<file path="src/mwf_pkg.sv">
// Package of the multi-word instruction fetch block: widths, opcode prefixes, structs.
// Assumes a 21-bit byte-addressed program space and 16-bit instruction words.
package mwf_pkg;
	// ****************************************
	// Widths and reset values
	// ****************************************
	localparam int PC_W = 21;
	localparam logic [20:0] PC_RST = 21'h00_0000;
	localparam int PC_WORD_LSB = 1;
	localparam logic [3:0] EXT_PREFIX = 4'hF;
	localparam int EXT_LIT_W = 12;
	localparam logic [1:0] EXT_NONE = 2'h0;
	localparam logic [1:0] EXT_ONE = 2'h1;
	localparam logic [1:0] EXT_TWO = 2'h2;
	localparam int SYNC_STAGES = 3;

	// ****************************************
	// Opcode classes
	// ****************************************
	localparam logic [7:0] OP_JUMP = 8'hEF;
	localparam logic [7:0] OP_CALL_LO = 8'hEC;
	localparam logic [7:0] OP_CALL_HI = 8'hED;
	localparam logic [3:0] OP_FILE_MOVE = 4'hC;
	localparam logic [9:0] OP_LOAD_PTR = 10'h3B8;
	localparam logic [11:0] OP_LONG_MOVE = 12'h006;
	localparam logic [10:0] OP_STACK_MOVE = 11'h00B;
	localparam logic [4:0] OP_BRA = 5'h1A;
	localparam logic [4:0] OP_RCALL = 5'h1B;
	localparam logic [4:0] OP_BCOND = 5'h1C;

	typedef enum logic [2:0] {
		ST_FIRST = 3'b001,
		ST_EXT = 3'b010,
		ST_REDIRECT = 3'b100
	} mwf_state_t;

	typedef enum logic [3:0] {
		K_SINGLE = 4'h0,
		K_JUMP = 4'h1,
		K_CALL = 4'h2,
		K_FILE_MOVE = 4'h3,
		K_LOAD_PTR = 4'h4,
		K_LONG_MOVE = 4'h5,
		K_STACK_MOVE = 4'h6,
		K_BRANCH = 4'h7,
		K_NOP_EXT = 4'h8
	} mwf_kind_t;

	typedef struct packed {
		logic valid;
		mwf_kind_t kind;
		logic [15:0] first;
		logic [11:0] lit1;
		logic [11:0] lit2;
		logic [20:0] pc;
	} mwf_issue_t;
endpackage : mwf_pkg

</file>
<file path="src/mwf_fetch.sv">
// Fetch and decode of one- to three-word instructions from byte-addressed program memory.
// Assumes memory answers within the cycle of a request, on the same clock, and an
// asynchronous skip request from the core's condition logic.
`timescale 1ns/1ns
`default_nettype none
// Operation
// - Program memory is addressed in bytes and every instruction word starts on an even byte.
// - The program counter steps by two and its bit zero always reads zero.
// - Absolute jump and call targets are word addresses loaded into counter bits 20 to 1.
// - Relative branch offsets count words, so they are doubled before being added.
// - Jump, call, file move and pointer load take two words; long and stack moves take three.
// - Extension words carry 1111 in the top nibble and twelve bits of literal below.
// - An extension word fetched right after its first word supplies the instruction literal.
// - A 1111-prefixed word executed on its own acts as a no-operation.
module mwf_fetch (
	input wire logic i_sys_clk,
	input wire logic i_rst_n,
	input wire logic [15:0] i_mem_word,
	input wire logic i_mem_valid,
	input wire logic i_skip,
	output logic [mwf_pkg::PC_W-1:0] o_mem_addr,
	output logic o_mem_req,
	output mwf_pkg::mwf_issue_t o_issue
);
	import mwf_pkg::*;

	// ****************************************
	// Reset release and input sync
	// ****************************************
	logic [1:0] rst_sync_r;
	logic rst_n;
	logic skip_s;
	always_ff @(posedge i_sys_clk or negedge i_rst_n) begin
		if (!i_rst_n) begin
			rst_sync_r <= 2'b00;
		end else begin
			rst_sync_r <= {rst_sync_r[0], 1'b1};
		end
	end
	assign rst_n = rst_sync_r[1];

	mwf_sync u_skip_sync (
		.i_sys_clk(i_sys_clk),
		.i_rst_n(rst_n),
		.i_d(i_skip),
		.o_q(skip_s)
	);

	// ****************************************
	// Decode helpers
	// ****************************************
	function automatic mwf_kind_t classify(input logic [15:0] w);
		mwf_kind_t k;
		k = K_SINGLE;
		if (w[15:12] == EXT_PREFIX) begin
			k = K_NOP_EXT;
		end else if (w[15:8] == OP_JUMP) begin
			k = K_JUMP;
		end else if (w[15:8] == OP_CALL_LO || w[15:8] == OP_CALL_HI) begin
			k = K_CALL;
		end else if (w[15:12] == OP_FILE_MOVE) begin
			k = K_FILE_MOVE;
		end else if (w[15:6] == OP_LOAD_PTR) begin
			k = K_LOAD_PTR;
		end else if (w[15:4] == OP_LONG_MOVE) begin
			k = K_LONG_MOVE;
		end else if (w[15:5] == OP_STACK_MOVE) begin
			k = K_STACK_MOVE;
		end else if (w[15:11] == OP_BRA || w[15:11] == OP_RCALL || w[15:11] == OP_BCOND) begin
			k = K_BRANCH;
		end
		return k;
	endfunction : classify

	function automatic logic [1:0] ext_count(input mwf_kind_t k);
		logic [1:0] n;
		n = EXT_NONE;
		if (k == K_LONG_MOVE || k == K_STACK_MOVE) begin
			n = EXT_TWO;
		end else if (k == K_JUMP || k == K_CALL || k == K_FILE_MOVE || k == K_LOAD_PTR) begin
			n = EXT_ONE;
		end
		return n;
	endfunction : ext_count

	// ****************************************
	// Sequencer
	// ****************************************
	mwf_state_t state_r;
	mwf_state_t state_nxt;
	logic [20:0] pc_r;
	logic [20:0] pc_nxt;
	logic [1:0] remain_r;
	logic [1:0] remain_nxt;
	mwf_issue_t hold_r;
	mwf_issue_t hold_nxt;
	mwf_issue_t issue_r;
	mwf_issue_t issue_nxt;
	logic req_r;
	logic req_nxt;
	logic [20:0] target_r;
	logic [20:0] target_nxt;
	logic [11:0] lit;
	mwf_kind_t kind;
	logic [20:0] rel;

	always_comb begin
		state_nxt = state_r;
		pc_nxt = pc_r;
		remain_nxt = remain_r;
		hold_nxt = hold_r;
		issue_nxt = issue_r;
		issue_nxt.valid = 1'b0;
		req_nxt = 1'b1;
		target_nxt = target_r;
		lit = i_mem_word[EXT_LIT_W-1:0];
		kind = classify(i_mem_word);
		// Offset is an eleven-bit word count, sign extended then shifted to bytes.
		rel = {{9{i_mem_word[10]}}, i_mem_word[10:0], 1'b0};
		case (state_r)
			ST_FIRST: begin
				if (i_mem_valid) begin
					pc_nxt = pc_r + 21'h00_0002;
					hold_nxt.valid = 1'b1;
					hold_nxt.kind = kind;
					hold_nxt.first = i_mem_word;
					hold_nxt.lit1 = 12'h000;
					hold_nxt.lit2 = 12'h000;
					hold_nxt.pc = pc_r;
					target_nxt = {13'h0000, i_mem_word[7:0]};
					if (skip_s && ext_count(kind) == EXT_NONE) begin
						// A skipped single word retires nothing; a stray extension word
						// arriving here in first-word state is classed as a NOP, a single word, and is dropped too.
						hold_nxt.valid = 1'b0;
					end else if (ext_count(kind) != EXT_NONE) begin
						remain_nxt = ext_count(kind);
						state_nxt = ST_EXT;
					end else begin
						issue_nxt = hold_nxt;
						issue_nxt.valid = 1'b1;
						if (kind == K_BRANCH) begin
							pc_nxt = pc_r + 21'h00_0002 + rel;
							state_nxt = ST_REDIRECT;
							req_nxt = 1'b0;
						end
					end
				end
			end
			ST_EXT: begin
				if (i_mem_valid) begin
					pc_nxt = pc_r + 21'h00_0002;
					if (i_mem_word[15:12] == EXT_PREFIX) begin
						// Only here is a 1111 word taken as an operand.
						if (remain_r == EXT_TWO && hold_nxt.lit1 == 12'h000 &&
								(hold_r.kind == K_LONG_MOVE || hold_r.kind == K_STACK_MOVE)) begin
							hold_nxt.lit1 = lit;
						end else if (remain_r == EXT_TWO || hold_r.kind == K_SINGLE) begin
							hold_nxt.lit1 = lit;
						end else if (hold_r.kind == K_LONG_MOVE || hold_r.kind == K_STACK_MOVE) begin
							hold_nxt.lit2 = lit;
						end else begin
							hold_nxt.lit1 = lit;
						end
						remain_nxt = remain_r - 2'h1;
						if (remain_r == EXT_ONE) begin
							state_nxt = ST_FIRST;
							issue_nxt = hold_nxt;
							issue_nxt.valid = 1'b1;
							if (hold_r.kind == K_JUMP || hold_r.kind == K_CALL) begin
								// Target word address fills bits 20:1; bit zero stays zero.
								pc_nxt = {lit, target_r[7:0], 1'b0};
								state_nxt = ST_REDIRECT;
								req_nxt = 1'b0;
							end
						end
					end else begin
						// Malformed sequence: abandon it and refetch the word as a first word.
						pc_nxt = pc_r;
						remain_nxt = EXT_NONE;
						state_nxt = ST_FIRST;
						req_nxt = 1'b0;
					end
				end
			end
			ST_REDIRECT: begin
				// One idle cycle drops the word already in flight from the old path.
				state_nxt = ST_FIRST;
			end
			default: begin
				state_nxt = ST_FIRST;
			end
		endcase
		pc_nxt[0] = 1'b0;
	end

	always_ff @(posedge i_sys_clk or negedge rst_n) begin
		if (!rst_n) begin
			state_r <= ST_FIRST;
			pc_r <= PC_RST;
			remain_r <= EXT_NONE;
			hold_r <= '0;
			issue_r <= '0;
			req_r <= 1'b0;
			target_r <= PC_RST;
		end else begin
			state_r <= state_nxt;
			pc_r <= pc_nxt;
			remain_r <= remain_nxt;
			hold_r <= hold_nxt;
			issue_r <= issue_nxt;
			req_r <= req_nxt;
			target_r <= target_nxt;
		end
	end

	assign o_mem_addr = pc_r;
	assign o_mem_req = req_r;
	assign o_issue = issue_r;
endmodule : mwf_fetch
`default_nettype wire

</file>
<file path="src/mwf_sync.sv">
// Three-stage input synchroniser with agreement of stages two and three.
// Assumes the input is asynchronous to i_sys_clk.
`timescale 1ns/1ns
`default_nettype none
module mwf_sync (
	input wire logic i_sys_clk,
	input wire logic i_rst_n,
	input wire logic i_d,
	output logic o_q
);
	import mwf_pkg::*;
	logic [SYNC_STAGES-1:0] st_r;
	logic [SYNC_STAGES-1:0] st_nxt;
	logic q_r;
	logic q_nxt;
	always_comb begin
		st_nxt = {st_r[SYNC_STAGES-2:0], i_d};
		q_nxt = q_r;
		// The first stage is seen only by the second, so metastability cannot spread.
		if (st_r[1] == st_r[2]) begin
			q_nxt = st_r[2];
		end
	end
	always_ff @(posedge i_sys_clk or negedge i_rst_n) begin
		if (!i_rst_n) begin
			st_r <= '0;
			q_r <= 1'b0;
		end else begin
			st_r <= st_nxt;
			q_r <= q_nxt;
		end
	end
	assign o_q = q_r;
endmodule : mwf_sync
`default_nettype wire

</file>
<file path="config.mk">
export PLATFORM = sky130hd
export DESIGN_NAME = mwf_fetch
export DESIGN_NICKNAME = d
export VERILOG_FILES = /design/src/mwf_pkg.sv /design/src/mwf_fetch.sv /design/src/mwf_sync.sv
export SDC_FILE = /design/constraint.sdc
export NUM_CORES = 1
export LEC_CHECK = 0
export ABC_CLOCK_PERIOD_IN_PS = 6100
export BUFFER_PORTS_ARGS = -buffer_cell sky130_fd_sc_hd__buf_2
export CORE_MARGIN = 2
export CORE_UTILIZATION = 58
export DETAILED_ROUTE_END_ITERATION = 8
export PLACE_DENSITY = 0.88
export SETUP_SLACK_MARGIN = 0.3
export SLEW_MARGIN = 20
export SYNTH_ARGS = -nofsm -noshare
export SYNTH_HDL_FRONTEND = slang
export SYNTH_SLANG_ARGS = --single-unit
</file>
<file path="constraint.sdc">
create_clock -name i_sys_clk -period 6.1 [get_ports i_sys_clk]
set_input_delay 1.22 -clock i_sys_clk [delete_from_list [all_inputs] [get_ports i_sys_clk]]
set_output_delay 1.22 -clock i_sys_clk [all_outputs]
set_load 0.05 [all_outputs]
</file>
==> results of run 1 <==
[through the flow]
step / std cells / power [mW]
global route: 1200 / 5.27
finish: 1200 / 5.01
CTS: 1200 / 4.99
detailed placement: 1168 / 3.84
floorplan: 932 / 3.32
global placement: 1168 / 3.77
[final cells by class]
cell class                      count  area (sq um)  share of cell area
Sequential cell                   161          4030               0.416
Clock buffer                       19           443              0.0457
Timing Repair Buffer              115           604              0.0623
Inverter                           18          67.6             0.00697
Multi-Input combinational cell    690          4130               0.426
Clock inverter                     13           185              0.0191
Tap cell                          184           230              0.0237
[worst paths after layout]
check	end	cells after the start	from	slack (ns)
max reg2reg	o_mem_addr[20]	14	o_mem_addr[3]	2.19
max in group asynchronous	o_issue[50]	1	rst_sync_r[1]	4.34
min in group asynchronous	hold_r[27]	0	rst_sync_r[1]	0.48
max	o_mem_addr[20]	14	o_mem_addr[3]	2.19
min	rst_sync_r[1]	0	rst_sync_r[0]	0.35
min reg2reg	rst_sync_r[1]	0	rst_sync_r[0]	0.35
[registers in the layout, indices dropped and copies added (netlist names)]
register,cells
o_mem_req,1
u_skip_sync.o_q,1
state_r,3
rst_sync_r,2
hold_r,64
o_issue,65
o_mem_addr,20
u_skip_sync.st_r,3
remain_r,2
[cells by family after synthesis]
logic type | Yosys count | share of synthesized area
multiplexers | 27 | 0.0319
flip-flops | 161 | 0.476
buffers and inverters | 81 | 0.0414
adder cells (fa/ha/maj) | 24 | 0.0360
AO/OA/AOI/OAI | 231 | 0.190
XOR/XNOR | 35 | 0.0362
other | 2 | 0.000887
AND/OR/NAND/NOR | 370 | 0.188
[critical path: stages (launching register included)]
cell      delay [ns]
dfrtp_1         0.54
and4_1          0.40
and2_1          0.29
nand3_1         0.28
nor2_1          0.20
xor2_1          0.25
ha_1            0.34
a41oi_1         0.21
o21ai_0         0.14
a21oi_1         0.21
o211ai_1        0.13
a31oi_1         0.26
xnor2_1         0.21
mux2i_1         0.22
o211ai_1        0.10
[per-layer routing]
layer	GRT usage	vias to the layer above	routed length, um
li1	-	3426	-
met1	0.406	3708	9530
met2	0.456	427	10600
met3	0.0636	75	1960
met4	0.133	0	869
met5	0	-	0
[layout by cell type, fill, tap and decap left out, types with 22 or more instances in the layout]
cell type,n
a21oi_1,36
a22oi_1,32
buf_2,105
dfrtp_1,159
ha_1,22
mux2i_1,27
nand2_1,249
nor2_1,48
o21ai_0,37
o22ai_1,22
[power groups by stage]
stage                     combinational [mW]  sequential [mW]  clock, mW
after floorplan                         1.13             2.18          0
after global placement                  2.10             1.67          0
after detailed placement                2.16             1.68          0
after CTS                               2.18             1.67       1.14
after global routing                    2.36             1.72       1.19
final                                   2.20             1.68       1.13
==> key figures, run 1 <==
Run status
  • Status: finished clean

CTS
  • CTS max path bufs: 2
  • Clk_lat worst skew: between 0.4 and 0.5 ns
  • TritonCTS clock tree: yes
  • Clk sink count: roughly 160
  • Clock-pin slew on the worst setup and hold paths: roughly 0.060 ns
  • Clock Tree Root: clkbuf_16
  • CTS Hold Bufs: 0
  • H-tree depth: 4
  • Post-CTS Resized: 0
  • Setup Buffers After CTS: 0
  • CTS buffer count: 17

Place
  • Post-DP HPWL: 15100 um
  • RD Place Congestion: between 0.9 and 1
  • DP Worst Slack: between 2 and 2.5 ns
  • DP Area: around 9100 sq um
  • Count of input and output buffers: 105

Pwr
  • VDD IR max: 0.274 mV
  • Sw Share: 0.452
  • Comb pwr share: 0.439
  • Int Power: ~2.7 mW
  • Power density over cell area: around 520 nW/um^2
  • Sequential share of power: 0.335
  • Lkg Pwr: 4.64 nW
  • Switching power total: 2.26 mW
  • Clock Power Share: 0.226

Finish
  • Final Instance Area: 9700 sq um
  • Fill count: 1095
  • Share of cells above drive strength 1: 0.162
  • Nets@finish: about 1000
  • Layout area overhead: 14.5%
  • Utilization after layout: 0.672
  • ANT cells: 0

Synthesis
  • Post-synth EDFFs: 0
  • Synth top area cells: dfrtp_1, nand2_1, ha_1
  • Cell area after synthesis: around 8500 sq um
  • Syn avg cell area: 9.10 sq um
  • Post-synth top cells: nand2_1, dfrtp_1, nor2_1, clkbuf_1, o21ai_0
  • Post-synth ARST share: 1.00
  • Synth top area share: 0.473
  • Most common cell in the netlist: nand2_1
  • Mapped Cells: 931
  • Dominant synthesized flop cell: dfrtp_1
  • FF+latch count, synth: 161
  • Yosys cell types: 67
  • Cell taking the most area after synthesis: dfrtp_1
  • Sequential-to-total area share from yosys stat: 0.476
  • Yosys warnings: 0

Route
  • DRT antenna net count: 0
  • Avg WL per Cell: 19.2 um
  • Initial drt markers: about 1100
  • Via Count: 7636
  • Routed vias/inst: 6.36
  • Drt drc: 0
  • First-pass iteration count of the detailed router: 6
  • Routed wire length: approximately 23000 um

Timing
  • Worst-Margin Slew: around 1.1 ns
  • Final setup vio count: 0
  • Final setup margin: 2.19 ns
  • Slew margin rel.: 0.276
  • Slew Viols, Final: 0
  • Period utilization: 0.641
  • Total negative slack: 0 ns
  • Tmin final: a little under 4 ns
  • Fin. Hold Viols: 0
  • Fmax: ~260 MHz
  • Hold_ws: 0.346 ns
  • Fin Clk Skew: 0.00719 ns
  • RSZ-0062 raised after global routing: no

Floorplanning
  • Floorplan row count: between 40 and 50
  • Initial Util: 0.587
  • Die width: 125 um
  • Die ar.: 15600 sq um
  • Die Y: 125 um
  • I/O pin cnt: ~110
  • CORE AREA: 14400 sq um

Global routing
  • Largest net degree at the start of global routing: 87
  • Vias in the first global route: 7105
  • GRT overflow: 0
  • Initial antenna violation count: 0
  • First-pass GRT wire length: roughly 37000 um
  • GRT Overall Usage: 0.296

Worst setup path
  • Worst Path Max Fanout: 9
  • CP endpoint kind: flop
  • Setup crit start kind: flop
  • Arrival @ worst endpoint: roughly 4.2 ns
  • Critical Path RT: about 6.4 ns
  • Setup CP Type: flop to flop

Min path
  • HP Class: flop to flop

Run
  • MaxCap Viol Count: 0
(Power assumes the default switching activity.)
==> run 2: changes to the inputs <==
- ABC_CLOCK_PERIOD_IN_PS: 6100 -> 3300
- CORE_UTILIZATION: 58 -> 53
- PLACE_DENSITY: 0.88 -> 0.85
- clock period: 6.1 -> 3.3 ns (I/O delays scaled with it)
==> run 2 against run 1 <==
Effect of this change: cell count is 7.8% higher; clock skew is 0.0058 ns higher; clock power is 75% higher; first-iteration DRC count is 21% lower; combinational power is 120% higher; non-clock buffer count is 62 higher; register-to-register slack worse by 1.9 ns; fmax is 28% higher; via count is 4.5% higher; critical path depth is 1 higher; largest cell class unchanged.
==> key figures, run 2 (synthesis gave the netlist of run 1 again) <==
Route
  • Avg WL per Cell: 20.1 um (+4.7%)
  • First-pass iteration count of the detailed router: 5 (-1)
  • DRT antenna net count: 0 (unchanged)
  • Routed vias/inst: 6.17 (-3.1%)
  • Routed wire length: 26000 um (+13%)
  • Initial drt markers: 901 (-21%)
  • Drt drc: 0 (unchanged)
  • Via Count: 7983 (+4.5%)

Min path
  • Worst hold endpoint: u_skip_sync.st_r[0]
  • Worst hold start: i_skip
  • HP Class: primary input to flop
  • Hold Crit Depth: 1 (+1)

CTS
  • CTS buffer count: 17 (unchanged)
  • Clk sink count: 161 (unchanged)
  • TritonCTS clock tree: yes
  • Clock-pin slew on the worst setup and hold paths: 0.06 ns (about the same)
  • Clk_lat worst skew: 0.44 ns (about the same)
  • H-tree depth: 4 (unchanged)
  • CTS max path bufs: 2 (unchanged)
  • Clock Tree Root: clkbuf_16

Timing
  • Fin Clk Skew: 0.0130 ns (+0.00583 ns)
  • Fin. Hold Viols: 0 (unchanged)
  • Final setup vio count: 0 (unchanged)
  • Hold_ws: 0.331 ns (-0.0150 ns)
  • Total negative slack: 0 ns (unchanged)
  • Slew Viols, Final: 0 (unchanged)
  • RSZ-0062 raised after global routing: yes
  • Tmin final: 3.06 ns (-0.854 ns)
  • Slew margin rel.: 0.455 (+0.179)
  • Worst-Margin Slew: 0.814 ns (-0.269 ns)
  • Fmax: 327 MHz (+28%)
  • Period utilization: 0.927 (+0.285)
  • Final setup margin: 0.242 ns (-1.95 ns)

Floorplanning
  • Die Y: 130 um (+4.5%)
  • Die width: 130 um (+4.5%)
  • CORE AREA: 15800 sq um (+9.3%)
  • Floorplan row count: 46 (+4.5%)
  • I/O pin cnt: 108 (unchanged)
  • Die ar.: 17000 sq um (+9.1%)
  • Initial Util: 0.537 (-0.0501)

Finish
  • Final Instance Area: 10600 sq um (+9.4%)
  • Share of cells above drive strength 1: 0.266 (+0.104)
  • Reg area: 4050 sq um (+0.34%)
  • ANT cells: 0 (unchanged)
  • Max FFs per register: 65 (unchanged)
  • Fill count: 1229 (+12%)
  • Nets@finish: 1108 (+5.9%)
  • Most common cell after layout, fill and taps aside: nand2_1
  • Area of the multi-input gates: 4490 sq um (+8.6%)
  • Layout area overhead: 25.2%
  • Most frequent cells in the layout: nand2_1, dfrtp_1, buf_2

Worst setup path
  • FF-to-FF path depth: 15 (+1)
  • CP endpoint kind: flop
  • Critical Path RT: 3.62 ns (-2.79 ns)
  • Setup CP Type: flop to flop
  • Worst Path Max Fanout: 6 (-3)
  • Setup crit start kind: flop
  • Arrival @ worst endpoint: 3.38 ns (-0.84 ns)
  • Flop-to-flop setup slack: 0.24 ns (-1.95 ns)
  • Worst r2r src: o_mem_addr[1]
  • Crit Reg-Reg Endpoint: o_mem_addr[7]

Global routing
  • GRT Overall Usage: 0.305 (+0.00898)
  • GRT overflow: 0 (unchanged)
  • Initial antenna violation count: 0 (unchanged)
  • Largest net degree at the start of global routing: 62 (-29%)
  • Vias in the first global route: 7502 (+5.6%)
  • First-pass GRT wire length: 39500 um (+7.9%)

Place
  • DP Area: 9490 sq um (+4.7%)
  • Post-DP HPWL: 16600 um (+10%)
  • RD Place Congestion: 0.951 (-0.20%)
  • Count of input and output buffers: 105 (unchanged)
  • DP Worst Slack: 0.0751 ns (-2.13 ns)

Pwr
  • Lkg Pwr: 4.99 nW (+7.6%)
  • VDD IR max: 0.551 mV (+100%)
  • Power density over cell area: 931 nW/um^2 (+80%)
  • Final Total Pwr: 9.88 mW (+97%)

Run status
  • Status: finished clean

Run
  • MaxCap Viol Count: 0 (unchanged)
run 2: repair_timing:
item	4_1_cts	5_1_grt
setup buffers	15	13
pin swaps	8	28
hold endpoints to repair	2	0
hold buffers	1	0
resized for setup	12	38
setup endpoints to repair	4	9
run 2: metal layers:
| layer | vias up | global-route usage | part of all wire |
|---|---|---|---|
| met3 | 111 | 0.0892 | 0.10 |
| li1 | 3553 | - | - |
| met1 | 3864 | 0.399 | 0.39 |
| met2 | 455 | 0.467 | 0.45 |
| met4 | 0 | 0.152 | 0.054 |
| met5 | - | 0 | 0 |
run 2: per-stage QoR:
stage	std cells	utilization
after global routing	1294	0.673
after global placement	1232	0.602
final	1294	0.673
after floorplan	932	-
after CTS	1280	0.651
after detailed placement	1232	0.602
run 2: worst max path at each step:
stage	slack, ns	to	startpoint
6_report	0.24	o_mem_addr[7]	o_mem_addr[1]
2_1_floorplan	0.22	o_mem_addr[20]	o_mem_addr[7]
4_1_cts	0.31	o_mem_addr[10]	o_mem_addr[2]
5_1_grt	0.02	o_mem_addr[7]	o_mem_addr[1]
3_3_place_gp	0.08	o_mem_addr[10]	o_mem_addr[1]
3_5_place_dp	0.08	o_mem_addr[10]	o_mem_addr[1]
run 2: cell type report:
class	instances	share of cell area
multi-input combinational	690	0.423
sequential	161	0.382
timing repair buffer	177	0.107
clock buffer	19	0.0418
tap	216	0.0255
clock inverter	13	0.0144
inverter	18	0.00637
run 2: power by group:
group / switching, mW / internal, mW
Sequential: 0.438 / 2.56
Clock: 0.839 / 1.15
Combinational: 3.22 / 1.67
Total: 4.50 / 5.38
run 2: critical path, stage by stage (launching register included):
cell	delay [ns]
dfrtp_2	0.41
buf_4	0.12
buf_4	0.10
buf_4	0.13
inv_1	0.05
ha_1	0.21
fa_1	0.45
a21o_1	0.17
a21oi_1	0.22
buf_4	0.16
nor2_1	0.03
o21ai_0	0.15
nand2b_1	0.10
xnor2_1	0.20
o21ai_0	0.11
a221o_1	0.31
